===== config.mk =====
export PLATFORM = sky130hd
export DESIGN_NAME = bvs_regs
export DESIGN_NICKNAME = d
export VERILOG_FILES = /design/src/rtl/bvs_pkg.sv /design/src/rtl/bvs_blank_timer.sv /design/src/rtl/bvs_regs.sv
export SDC_FILE = /design/constraint.sdc
export NUM_CORES = 1
export LEC_CHECK = 0
export BUFFER_PORTS_ARGS = -buffer_cell sky130_fd_sc_hd__buf_4
export CAP_MARGIN = 5
export CORE_UTILIZATION = 45
export DETAILED_ROUTE_END_ITERATION = 12
export PLACE_DENSITY_LB_ADDON = 0.08
export SETUP_SLACK_MARGIN = 0.15
export SYNTH_ARGS = -nofsm -noshare
export SYNTH_HDL_FRONTEND = slang
export SYNTH_SLANG_ARGS = --single-unit

===== constraint.sdc =====
create_clock -name clk_sys -period 3.9 [get_ports clk_sys]
set_clock_uncertainty 0.15 [all_clocks]
set_input_delay 0.195 -clock clk_sys [delete_from_list [all_inputs] [get_ports clk_sys]]
set_output_delay 0.195 -clock clk_sys [all_outputs]
set_load 0.01 [all_outputs]

===== src/rtl/bvs_pkg.sv =====
package bvs_pkg;

  // Register subaddresses on the serial host interface
  localparam logic [7:0] BVS_OFS_BUCK_ONE = 8'h16;
  localparam logic [7:0] BVS_OFS_BUCK_TWO = 8'h17;
  localparam logic [7:0] BVS_OFS_APPLY    = 8'h1A;

  // Field layout of a converter setting register
  localparam int BVS_SKIP_BIT  = 7;
  localparam int BVS_RSVD_BIT  = 6;
  localparam int BVS_CODE_MSB  = 5;
  localparam int BVS_CODE_LSB  = 0;

  // Reset values
  localparam logic [7:0] BVS_SETTING_RST = 8'h99;
  localparam logic [5:0] BVS_CODE_RST    = 6'h19;
  localparam logic       BVS_SKIP_RST    = 1'b1;
  localparam logic [10:0] BVS_MV_RST     = 11'h44C;  // 1100 mV for code 19h
  localparam logic [7:0]  BVS_RDATA_RST  = 8'h00;

  // Voltage map: millivolt base, fine step up to the knee code, coarse step above
  localparam logic [5:0]  BVS_CODE_KNEE    = 6'h32;
  localparam logic [10:0] BVS_MV_BASE      = 11'h352;  // 850 mV
  localparam logic [10:0] BVS_MV_FINE_STEP = 11'h00A;  // 10 mV
  localparam logic [10:0] BVS_MV_COARSE    = 11'h019;  // 25 mV

  // Monitor blanking after a setting write
  localparam int          BVS_CLK_MHZ      = 250;
  localparam int          BVS_BLANK_MS     = 5;
  localparam int          BVS_BLANK_CYCLES = BVS_BLANK_MS * 1000 * BVS_CLK_MHZ;
  localparam int          BVS_BLANK_W      = 21;

  // One converter's setting as it travels through the block
  typedef struct packed {
    logic       skip_en;
    logic [5:0] code;
  } bvs_setting_t;

  // Host write strobe with its address and data
  typedef struct packed {
    logic       wr;
    logic [7:0] addr;
    logic [7:0] data;
  } bvs_wreq_t;

endpackage : bvs_pkg


===== src/rtl/bvs_blank_timer.sv =====
`timescale 1ns/1ps
`default_nettype none
module bvs_blank_timer
  import bvs_pkg::*;
#(
  parameter int BLANK_CYCLES = BVS_BLANK_CYCLES
) (
  input  wire logic clk_sys,
  input  wire logic rst,
  input  wire logic start,
  output logic      blanking
);

  typedef struct packed {
    logic [BVS_BLANK_W-1:0] count;
    logic                   busy;
  } bvs_timer_state_t;

  localparam logic [BVS_BLANK_W-1:0] LAST = BVS_BLANK_W'(BLANK_CYCLES - 1);

  bvs_timer_state_t state;
  bvs_timer_state_t next_state;

  // A fresh write restarts the interval, so blanking runs 5 ms past the last write
  always_comb begin
    next_state = state;
    if (start) begin
      next_state.count = '0;
      next_state.busy  = 1'b1;
    end else if (state.busy) begin
      if (state.count == LAST) begin
        next_state.busy = 1'b0;
      end else begin
        next_state.count = state.count + 1'b1;
      end
    end
  end

  always_ff @(posedge clk_sys or posedge rst) begin
    if (rst) begin
      state <= '0;
    end else begin
      state <= next_state;
    end
  end

  assign blanking = state.busy;

endmodule : bvs_blank_timer
`default_nettype wire


===== src/rtl/bvs_regs.sv =====
`timescale 1ns/1ps
`default_nettype none
module bvs_regs
  import bvs_pkg::*;
#(
  parameter int BLANK_CYCLES = BVS_BLANK_CYCLES
) (
  input  wire logic       clk_sys,
  input  wire logic       rst,
  input  wire bvs_wreq_t  host_wreq,
  input  wire logic [7:0] host_raddr,
  input  wire logic       unlocked,
  input  wire logic       apply_go,
  input  wire logic       apply_bypass,
  output logic [7:0]      host_rdata,
  output logic            buck_one_skip_en,
  output logic [5:0]      buck_one_code,
  output logic [10:0]     buck_one_mv,
  output logic            buck_two_skip_en,
  output logic [5:0]      buck_two_code,
  output logic [10:0]     buck_two_mv,
  output logic            monitor_blank
);

  typedef struct packed {
    bvs_setting_t one_reg;
    bvs_setting_t two_reg;
    bvs_setting_t one_out;
    bvs_setting_t two_out;
    logic [10:0]  one_mv;
    logic [10:0]  two_mv;
    logic [7:0]   rdata;
    logic         blank;
  } bvs_state_t;

  localparam bvs_setting_t SET_RST = '{skip_en: BVS_SKIP_RST, code: BVS_CODE_RST};

  bvs_state_t state;
  bvs_state_t next_state;
  logic       wr_one;
  logic       wr_two;
  logic       timer_blank;

  ////////////////////////////////////////////////////////////////////////////
  // Helpers

  // Code to millivolts: 10 mV steps to the knee, 25 mV above it
  function automatic logic [10:0] bvs_code_mv(input logic [5:0] code);
    logic [10:0] fine;
    logic [10:0] coarse;
    fine   = 11'(code) * BVS_MV_FINE_STEP;
    coarse = 11'(code - BVS_CODE_KNEE) * BVS_MV_COARSE;
    if (code <= BVS_CODE_KNEE) begin
      bvs_code_mv = BVS_MV_BASE + fine;
    end else begin
      bvs_code_mv = BVS_MV_BASE + 11'(BVS_CODE_KNEE) * BVS_MV_FINE_STEP + coarse;
    end
  endfunction : bvs_code_mv

  // Register byte view: reserved bit 6 always zero
  function automatic logic [7:0] bvs_pack(input bvs_setting_t s);
    bvs_pack = {s.skip_en, 1'b0, s.code};
  endfunction : bvs_pack

  ////////////////////////////////////////////////////////////////////////////
  // Write decode

  // Locked writes are dropped silently, no error reported
  assign wr_one = host_wreq.wr && unlocked && (host_wreq.addr == BVS_OFS_BUCK_ONE);
  assign wr_two = host_wreq.wr && unlocked && (host_wreq.addr == BVS_OFS_BUCK_TWO);

  bvs_blank_timer #(
    .BLANK_CYCLES (BLANK_CYCLES)
  ) u_blank (
    .clk_sys  (clk_sys),
    .rst      (rst),
    .start    (wr_one || wr_two),
    .blanking (timer_blank)
  );

  ////////////////////////////////////////////////////////////////////////////
  // Next state

  always_comb begin
    next_state = state;
    // Stored settings take the host byte, bit 6 discarded
    if (wr_one) begin
      next_state.one_reg.skip_en = host_wreq.data[BVS_SKIP_BIT];
      next_state.one_reg.code    = host_wreq.data[BVS_CODE_MSB:BVS_CODE_LSB];
    end
    if (wr_two) begin
      next_state.two_reg.skip_en = host_wreq.data[BVS_SKIP_BIT];
      next_state.two_reg.code    = host_wreq.data[BVS_CODE_MSB:BVS_CODE_LSB];
    end
    // Skip mode follows the register at once; voltage waits for apply
    next_state.one_out.skip_en = next_state.one_reg.skip_en;
    next_state.two_out.skip_en = next_state.two_reg.skip_en;
    if (apply_go || apply_bypass) begin
      next_state.one_out.code = state.one_reg.code;
      next_state.two_out.code = state.two_reg.code;
    end
    next_state.one_mv = bvs_code_mv(next_state.one_out.code);
    next_state.two_mv = bvs_code_mv(next_state.two_out.code);
    // Read mux registered: data valid one cycle after the address
    unique case (host_raddr)
      BVS_OFS_BUCK_ONE: next_state.rdata = bvs_pack(state.one_reg);
      BVS_OFS_BUCK_TWO: next_state.rdata = bvs_pack(state.two_reg);
      default:          next_state.rdata = 8'h00;
    endcase
    next_state.blank = timer_blank || wr_one || wr_two;
  end

  ////////////////////////////////////////////////////////////////////////////
  // State register

  always_ff @(posedge clk_sys or posedge rst) begin
    if (rst) begin
      state.one_reg <= SET_RST;
      state.two_reg <= SET_RST;
      state.one_out <= SET_RST;
      state.two_out <= SET_RST;
      state.one_mv  <= BVS_MV_RST;  // Matches the reset code, no map needed here
      state.two_mv  <= BVS_MV_RST;
      state.rdata   <= BVS_RDATA_RST;
      state.blank   <= 1'b0;
    end else begin
      state <= next_state;
    end
  end

  assign host_rdata       = state.rdata;
  assign buck_one_skip_en = state.one_out.skip_en;
  assign buck_one_code    = state.one_out.code;
  assign buck_one_mv      = state.one_mv;
  assign buck_two_skip_en = state.two_out.skip_en;
  assign buck_two_code    = state.two_out.code;
  assign buck_two_mv      = state.two_mv;
  assign monitor_blank    = state.blank;
endmodule : bvs_regs
`default_nettype wire


# --- Word level (Yosys, flattened, before mapping) ---
# Index checks and enable logic that the tools add are counted.
word_totals:
  wordCells: 49
  in_bits: 30
  regBits: 79
classes:
  eq_ne: 6
  add_sub_neg: 7
  n_lt_le_gt_ge: 2
  reduce_logical: 9
  muxes: 9
  n_mul: 4
ops:
  columns: ["cell", "n"]
  rows:
  - ["22-bit 2-to-1 mux", 2]
  - ["8-bit by 5-bit == test with 1-bit output, second input constant", 4]
  - ["10-bit by 10-bit adder with 11-bit output, first input constant", 2]
  - ["11-bit adder, first input constant", 2]
  - ["7-bit by 6-bit multiplier with 11-bit output, second input constant", 2]
  - ["11-bit 2-to-1 mux", 2]
  - ["21-bit by 1-bit adder with 21-bit output, second input constant", 1]
  - ["21-bit == test, second input constant", 1]
  - ["21-bit 2-to-1 mux", 1]
  - ["6-bit by 3-bit multiplier with 9-bit output, second input constant", 2]
  - ["8-bit case mux with 2 select lines", 1]
  - ["6-bit by 6-bit subtractor with 7-bit output, second input constant", 2]
  - ["6-bit less-or-equal comparator, second input constant", 2]
  - ["6-bit 2-to-1 mux", 2]
  - ["1-bit logical OR", 4]
  - ["1-bit logical AND", 3]
  - ["2-bit by 1-bit inequality test with 1-bit output, second input constant", 1]
  - ["2-bit AND reduction", 1]
  - ["2-bit nonzero test", 1]
  - ["1-bit 2-to-1 mux", 1]

# --- Depth between registers and ports, before layout ---
# Gate-level depths: netlist of the first run.
logic_depth:
  word_depth: 6
  depth_mapped: 20
  ltp_nobuf: 18

# --- Cells and area by module ---
# From an unflattened synthesis of the first run, not the netlist that was laid out.
unflattened:
  cells_unflattened: 565
  area_unflattened_um2: 5786.8
modules_own_cells:
  columns: ["mod", "seq_area_each_um2", "instances", "cells_per_inst", "area_each_um2"]
  rows:
  - ["bvs_regs", 1428.9, 1, 437, 4558.1]
  - ["bvs_blank_timer", 550.5, 1, 128, 1228.7]

# --- Least setup slack after synthesis of the first run ---
# No wires, ideal clock.
synth_path:
  path_kind: "input port to flip-flop"
  start: "input apply_bypass"
  end: "register state (netlist bit buck_two_mv[10])"
  path_slack_ns: -0.133
  stages: 17
  required_time_ns: 3.668
  n_path_buf: 2
  t_arrival_ns: 3.801
  setup_ns: 0.082
  cell_sequence: "buf_6 nor2_8 buf_12 mux2i_1 inv_1 xnor2_1 ha_1 fa_1 ha_1 fa_1 ha_1 o21ai_0 a21oi_1 o21a_1 nor2_1 xnor2_1 o21bai_1"
synth_rtl:
  columns: ["element", "line_no", "source"]
  rows:
  - ["start, declared", "bvs_regs.sv:14", "input wire logic apply_bypass,"]
  - ["end signal, assigned", "bvs_regs.sv:127", "state <= next_state;"]
  - ["end, declared", "bvs_regs.sv:38", "bvs_state_t state;"]

==> flow_metrics.env, run 1 <==
export IMPL_violations="negative setup slack"
export IMPL_hp_class="in -> reg"
export IMPL_first_pass_iters=4
export IMPL_cts_buffers=9
export IMPL_synth_most_common_cell="ha_1"
export IMPL_clk_path_buf_depth=2
export IMPL_ys_flop_type="dfrtp_1"
export IMPL_vias=4208
export IMPL_p_leak_nw=3.594
export IMPL_layout_min_cycle_time_ns=3.965
export IMPL_cp_slowest_cell="or4_4"
export IMPL_wl_per_cell_um=14.89
export IMPL_die_h_um=116.3
export IMPL_path_class="reg -> reg"
export IMPL_die_w_um=116.3
export IMPL_finalMaxSlewViolations=0
export IMPL_netlist_top_cells_count="61 x ha_1, 56 x dfrtp_1, 49 x inv_1"
export IMPL_drv_cap=0
export IMPL_arrival_ns=4.08
export IMPL_min_from="host_raddr[0]"
export IMPL_synth_largest_area_cell="dfrtp_1"
export IMPL_final_area_um2=7512
export IMPL_io_buffers=72
export IMPL_ioPinCount=75
export IMPL_grt_use_total=0.2048
export IMPL_place_gp_congestion=0.8192
export IMPL_place_hpwl_mm=9.705
export IMPL_syn_nets=675
export IMPL_crit_top_cell="ha_4"
export IMPL_avgViaCountPerCell=4.980
export IMPL_diodes=0
export IMPL_crit_chain="or4_4 -> o31ai_4 -> and2_4 -> xnor2_4 -> ha_4 -> fa_2 -> ha_4 -> fa_1 -> ha_4 -> o21ai_4 -> a21oi_2 -> o21a_1 -> nor2_2 -> xnor2_1 -> o21bai_1"
export IMPL_drive_above_1_share=0.3967
export IMPL_antenna_found_initial=0
export IMPL_nets=771
export IMPL_nFillCells=1121
export IMPL_cts_tree="yes"
export IMPL_drc=0
export IMPL_synthCells=572
export IMPL_postPlaceCellArea_um2=6885
export IMPL_tightest_slew_ns=0.8827
export IMPL_htreeDepth=3
export IMPL_finalSetupViolCount=3
export IMPL_clock_fmax_mhz=252.2
export IMPL_cp_end_kind="flop"
export IMPL_grt_busiest_layer="met2"
export IMPL_synth_top_area_frac=0.2383
export IMPL_crit_family="adder cells"
export IMPL_rows=41
export IMPL_crit_fanout=4
export IMPL_drtAntennaViolNets=0
export IMPL_wl_mm=12.58
export IMPL_holdWs_ns=0.06767
export IMPL_timing_final_crit_share=1.017
export IMPL_crit_buf_inv=0
export IMPL_clk_pin_slew_ns=0.07
export IMPL_ys_seq_area_frac=0.3367
export IMPL_synth_cell_types=70
export IMPL_required_ns=4.02
export IMPL_grtUsageMet3=0.03477
export IMPL_drtIter0Drc=153
export IMPL_postSynthAreaPerCell_um2=10.28
export IMPL_startpoint="buck_two_code[2]"
export IMPL_start_util=0.4640
export IMPL_status="finished, violations left"
export IMPL_grt_pass1_vias=4255
export IMPL_power_density_nw_per_um2=320.5
export IMPL_tns_ns=-0.1479
export IMPL_synth_area_top_cells="dfrtp_1 24%, ha_1 13%, dfstp_2 9.8%"
export IMPL_reg2reg_from="buck_two_code[2]"
export IMPL_grt_max_degree=44
export IMPL_max_stage_delay_ns=0.54
export IMPL_clock_latency_ns=0.34
export IMPL_grt_use_met1=0.2679
export IMPL_max_vdd_ir_drop_mv=0.1875
export IMPL_maxSlewHeadroom=0.4089
export IMPL_clock_sinks=78
export IMPL_gr_total_overflow=0
export IMPL_hold_viol=0
export IMPL_grt_use_met2=0.3353
export IMPL_coreArea_um2=12670
export IMPL_syn_to_final_growth_pct=27.77
export IMPL_cts_root_buf="clkbuf_16"
export IMPL_synthArstFlopShare=1.000
export IMPL_worst_setup_path_start_kind="flop"
export IMPL_die_area_um2=13530
export IMPL_yosys_register_bits=78
export IMPL_synth_edf_count=0
export IMPL_synth_area_um2=5879
export IMPL_grt_first_pass_wirelength_mm=21.07
export IMPL_yosys_warnings=0
export IMPL_final_core_util=0.5929
export IMPL_rsz0062_at_grt="yes"
export IMPL_worst_slack_ns=-0.06530
-- metal layers --
layer / wire (µm) / up-vias
met4: 245 / 0
met3: 415 / 18
met1: 5842 / 2019
li1: - / 2102
met5: 0 / -
met2: 6077 / 69
-- cell families after synthesis --
group	synth area share
flops	0.3367
mux	0.08448
buf+inv	0.1009
fa+ha+maj	0.1707
xor+xnor	0.08363
compound gates	0.09108
simple gates	0.1319
other cells	0.0006378
-- worst reg2reg max path, delay by kind of cell, from the launching register on --
kind,cells,cell delay (ns)
AO/OA/AOI/OAI,5,0.60
XOR/XNOR,2,0.26
adder cells (fa/ha/maj),5,1.67
flip-flops,1,0.38
AND/OR/NAND/NOR,3,0.84
-- path summary, 6_finish.rpt --
check	end	slack, ns	depth (start not counted)
setup / recovery	buck_two_mv[10]	-0.07	15
hold / removal	host_rdata[4]	0.07	3
setup reg to reg	buck_two_mv[10]	-0.07	15
hold reg to reg	u_blank.state[2]	0.41	2
max in group asynchronous	buck_one_mv[3]	2.26	4
min in group asynchronous	u_blank.state[8]	0.38	3
-- cells in the final DEF, fill, tap and decap left out, types with 6 or more instances in the layout --
cell type,count
mux2i_4,6
inv_1,42
o21ai_1,6
nor2_1,43
nor3_1,8
mux2i_1,14
dfstp_2,22
clkbuf_16,9
nand3_1,7
a21oi_1,16
ha_4,13
xnor2_1,37
a21o_1,9
fa_1,9
o21ai_0,13
dlygate4sd3_1,8
nor4_1,6
xor2_1,9
mux2_2,17
ha_1,47
dfrtp_1,56
buf_4,125
nand2_1,26
-- area by class of cell --
cell class | instances | area (µm²) | area share
clock buffer | 10 | 239.0 | 0.03181
clock inverter | 6 | 68.82 | 0.009161
inverter | 49 | 187.7 | 0.02498
multi-input combinational | 391 | 3719 | 0.4950
sequential | 78 | 1979 | 0.2635
tap | 172 | 215.2 | 0.02865
timing repair buffer | 139 | 1104 | 0.1469
-- flip-flops by register name (all words and copies together), names as in the netlist --
| signal | flops |
|---|---|
| u_blank.blanking | 1 |
| buck_one_skip_en | 1 |
| monitor_blank | 1 |
| buck_two_code | 6 |
| buck_one_code | 6 |
| buck_two_skip_en | 1 |
| u_blank.state | 21 |
| buck_two_mv | 11 |
| state | 12 |
| buck_one_mv | 11 |
| host_rdata | 7 |
-- power by group --
part | leakage (nW) | total (mW) | switching [mW] | internal [mW]
registers | 0.945 | 0.923 | 0.0511 | 0.872
logic | 2.50 | 0.622 | 0.299 | 0.323
clock network | 0.149 | 0.863 | 0.346 | 0.517
-- timing repair --
item,4_1_cts,5_1_grt
hold endpoints to repair,46,0
pin swaps,36,20
setup buffers,7,4
endpoints found under the setup margin,8,9
hold buffers,8,0
gates resized for setup,13,20
-- metrics by stage --
stage / std cells / worst slack, ns / power (mW)
after floorplan: 572 / 0.07500 / 1.345
after global placement: 810 / -0.06594 / 1.486
after detailed placement: 810 / -0.1081 / 1.496
after CTS: 841 / -0.03327 / 2.406
after global routing: 845 / -0.1861 / 2.542
final: 845 / -0.06530 / 2.408
Power figures use the tool's default switching activity.
==> run 2, diff against run 1 <==
- ABC_AREA: unset -> 1
==> run 2 against run 1 <==
The flow now finishes without violations. Cell count up 25%. Clock-buffer cell count unchanged. Maximum frequency up 4.7%. Sequential share of layout area down 1.1 points. Critical path depth up 6. Sequential cell count unchanged.
==> flow_metrics.env, run 2 <==
export IMPL_status="completed"
export IMPL_io_buffers=72
export IMPL_rows=42
export IMPL_avgViaCountPerCell=4.943
export IMPL_grt_max_degree=54
export IMPL_cts_root_buf="clkbuf_16"
export IMPL_clk_path_buf_depth=2
export IMPL_coreArea_um2=13190
export IMPL_instances_no_fill=1057
export IMPL_synth_cell_types=46
export IMPL_syn_nets=867
export IMPL_largestRegisters="u_blank.state x21, state x12"
export IMPL_clock_latency_ns=0.34
export IMPL_finalSetupViolCount=0
export IMPL_syn_to_final_growth_pct=29.09
export IMPL_required_ns=3.96
export IMPL_arrival_ns=3.84
export IMPL_p_leak_nw=4.012
export IMPL_die_area_um2=13980
export IMPL_place_hpwl_mm=11.18
export IMPL_timing_final_crit_share=0.9712
export IMPL_grt_pass1_vias=5132
export IMPL_place_gp_congestion=0.8721
export IMPL_nets=979
export IMPL_power_density_nw_per_um2=393.9
export IMPL_maxSlewHeadroom=0.3923
export IMPL_worst_setup_path_start_kind="flop"
export IMPL_synth_area_top_cells="dfrtp_1 23%, ha_1 13%, dfstp_2 9.5%"
export IMPL_clock_sinks=78
export IMPL_worst_slack_ns=0.1125
export IMPL_synthCells=764
export IMPL_dpl_worst_slack_ns=-0.1759
export IMPL_drc=0
export IMPL_first_pass_iters=5
export IMPL_antenna_found_initial=0
export IMPL_wl_mm=15.11
export IMPL_synth_area_um2=6078
export IMPL_final_common_cell="buf_4"
export IMPL_start_util=0.4608
export IMPL_vias=5225
export IMPL_rsz0062_at_grt="yes"
export IMPL_yosys_warnings=0
export IMPL_holdWs_ns=0.02182
export IMPL_drive_above_1_share=0.3451
export IMPL_clk_pin_slew_ns=0.06
export IMPL_yosys_register_bits=78
export IMPL_path_class="reg -> reg"
export IMPL_regMostFlops="u_blank.state"
export IMPL_synth_top_area_frac=0.2305
export IMPL_most_common_layout_cells="139 x buf_4, 130 x nand2_1, 116 x inv_1"
export IMPL_max_vdd_ir_drop_mv=0.2682
export IMPL_hp_class="in -> reg"
export IMPL_synth_edf_count=0
export IMPL_crit_chain="inv_2 -> o21ai_4 -> inv_2 -> buf_6 -> nor2_4 -> nand2_2 -> nand2_2 -> inv_2 -> fa_2 -> ha_4 -> inv_2 -> fa_1 -> inv_2 -> ha_4 -> nand2_2 -> nor3_2 -> nand2_1 -> o311ai_2 -> a21oi_1 -> o21ai_1 -> nand2_1"
export IMPL_drtIter0Drc=258
export IMPL_max_stage_delay_ns=0.59
export IMPL_grt_first_pass_wirelength_mm=24.74
export IMPL_diodes=0
export IMPL_ys_seq_area_frac=0.3256
export IMPL_synthArstFlopShare=1.000
export IMPL_placedCellCount=1013
export IMPL_synth_largest_area_cell="dfrtp_1"
export IMPL_ys_flop_type="dfrtp_1"
export IMPL_gr_total_overflow=0
export IMPL_ioPinCount=75
export IMPL_grt_use_total=0.2225
export IMPL_postSynthAreaPerCell_um2=7.956
export IMPL_die_w_um=118.2
export IMPL_htreeDepth=3
export IMPL_crit_top_cell="inv_2"
export IMPL_largest_register_ff_count=21
export IMPL_cts_buffers=9
export IMPL_clock_fmax_mhz=264.0
export IMPL_cp_end_kind="flop"
export IMPL_tightest_slew_ns=0.9105
export IMPL_die_h_um=118.2
export IMPL_cp_slowest_cell="fa_2"
export IMPL_synth_most_common_cell="nand2_1"
export IMPL_layout_min_cycle_time_ns=3.787
export IMPL_finalMaxSlewViolations=0
export IMPL_crit_fanout=3
export IMPL_hold_viol=0
export IMPL_wl_per_cell_um=14.29
export IMPL_drtAntennaViolNets=0
export IMPL_netlist_top_cells_count="148 x nand2_1, 132 x inv_1, 61 x ha_1"
export IMPL_drv_cap=0
export IMPL_cts_tree="yes"
[run 2: cell types whose count changed after synthesis, sizes merged, moves of 6 or more]
| cell | previous run | this run |
|---|---|---|
| nand2 | 30 | 164 |
| inv | 49 | 138 |
| nand3 | 9 | 51 |
| xnor2 | 41 | 3 |
| o21ai | 24 | 48 |
| mux2 | 21 | 0 |
| mux2i | 20 | 0 |
| a21oi | 23 | 33 |
| a21o | 9 | 0 |
| o22ai | 0 | 8 |
| nor4 | 7 | 1 |
| xor2 | 10 | 16 |
[run 2: path summary, 6_finish.rpt]
kind / startpoint / to / slack, ns / cells past startpoint
hold / removal: host_raddr[6] / host_rdata[7] / 0.02 / 4
setup / recovery: state[56] / buck_one_mv[9] / 0.11 / 21
setup reg to reg: state[56] / buck_one_mv[9] / 0.11 / 21
hold reg to reg: state[47] / state[47] / 0.34 / 2
max in group asynchronous: rst / buck_two_mv[3] / 2.24 / 4
min in group asynchronous: rst / buck_one_mv[1] / 0.44 / 3
[run 2: logic make-up (layout without fill, tap and decap cells)]
kind of cell,after synthesis,after routing,share of synthesized area
other,1,1,0.0006169
adder cells (fa/ha/maj),73,73,0.1651
AO/OA/AOI/OAI,110,110,0.1087
buffers and inverters,188,305,0.1468
AND/OR/NAND/NOR,295,295,0.2246
flip-flops,78,78,0.3256
XOR/XNOR,19,19,0.02861
[run 2: stage by stage]
| step | setup TNS (ns) | total power [mW] | cell area (µm²) | utilization |
|---|---|---|---|---|
| 2_1_floorplan | 0 | 1.638 | 6078 | - |
| 3_3_place_gp | -0.2105 | 1.909 | 6862 | 0.5202 |
| 3_5_place_dp | -0.5540 | 1.933 | 6862 | 0.5202 |
| 4_1_cts | 0 | 2.923 | 7510 | 0.5693 |
| 5_1_grt | -0.08547 | 3.317 | 7846 | 0.5949 |
| 6_report | 0 | 3.091 | 7846 | 0.5949 |
[run 2: layout make-up]
class / instances / area [µm²]
fillers: 1164 / 5344
inverters: 138 / 521.8
well taps: 176 / 220.2
repair buffers: 151 / 1177
clock inverters: 6 / 58.81
flip-flops and latches: 78 / 1979
multi-input cells: 498 / 3650
clock buffers: 10 / 239.0
[run 2: report_power, final]
| part | switching, mW | internal, mW |
|---|---|---|
| logic | 0.702 | 0.612 |
| clock network | 0.327 | 0.510 |
| registers | 0.0486 | 0.891 |
[run 2: critical path: cells and delay by family, from the launching register on]
| family | cells | cell delay (ns) |
|---|---|---|
| AO/OA/AOI/OAI | 4 | 0.48 |
| AND/OR/NAND/NOR | 7 | 0.58 |
| flip-flops | 1 | 0.53 |
| buffers and inverters | 6 | 0.38 |
| adder cells (fa/ha/maj) | 4 | 1.51 |
[run 2: what timing repair did]
action                                  4_1_cts  5_1_grt
hold buffers                                  8        0
setup buffers                                13        7
endpoints found under the setup margin        8        9
hold endpoints to repair                     44        0
pin swaps                                    20       41
resized for setup                            36       65
[run 2: per-layer routing]
layer  wire, µm  share of wire  vias to the layer above  GRT usage
met5          0              0                        -          0
met2       6883           0.46                      111     0.3434
met1       7356           0.49                     2452     0.3189
met4        295          0.020                        0    0.08253
li1           -              -                     2640          -
met3        571          0.038                       22    0.02703
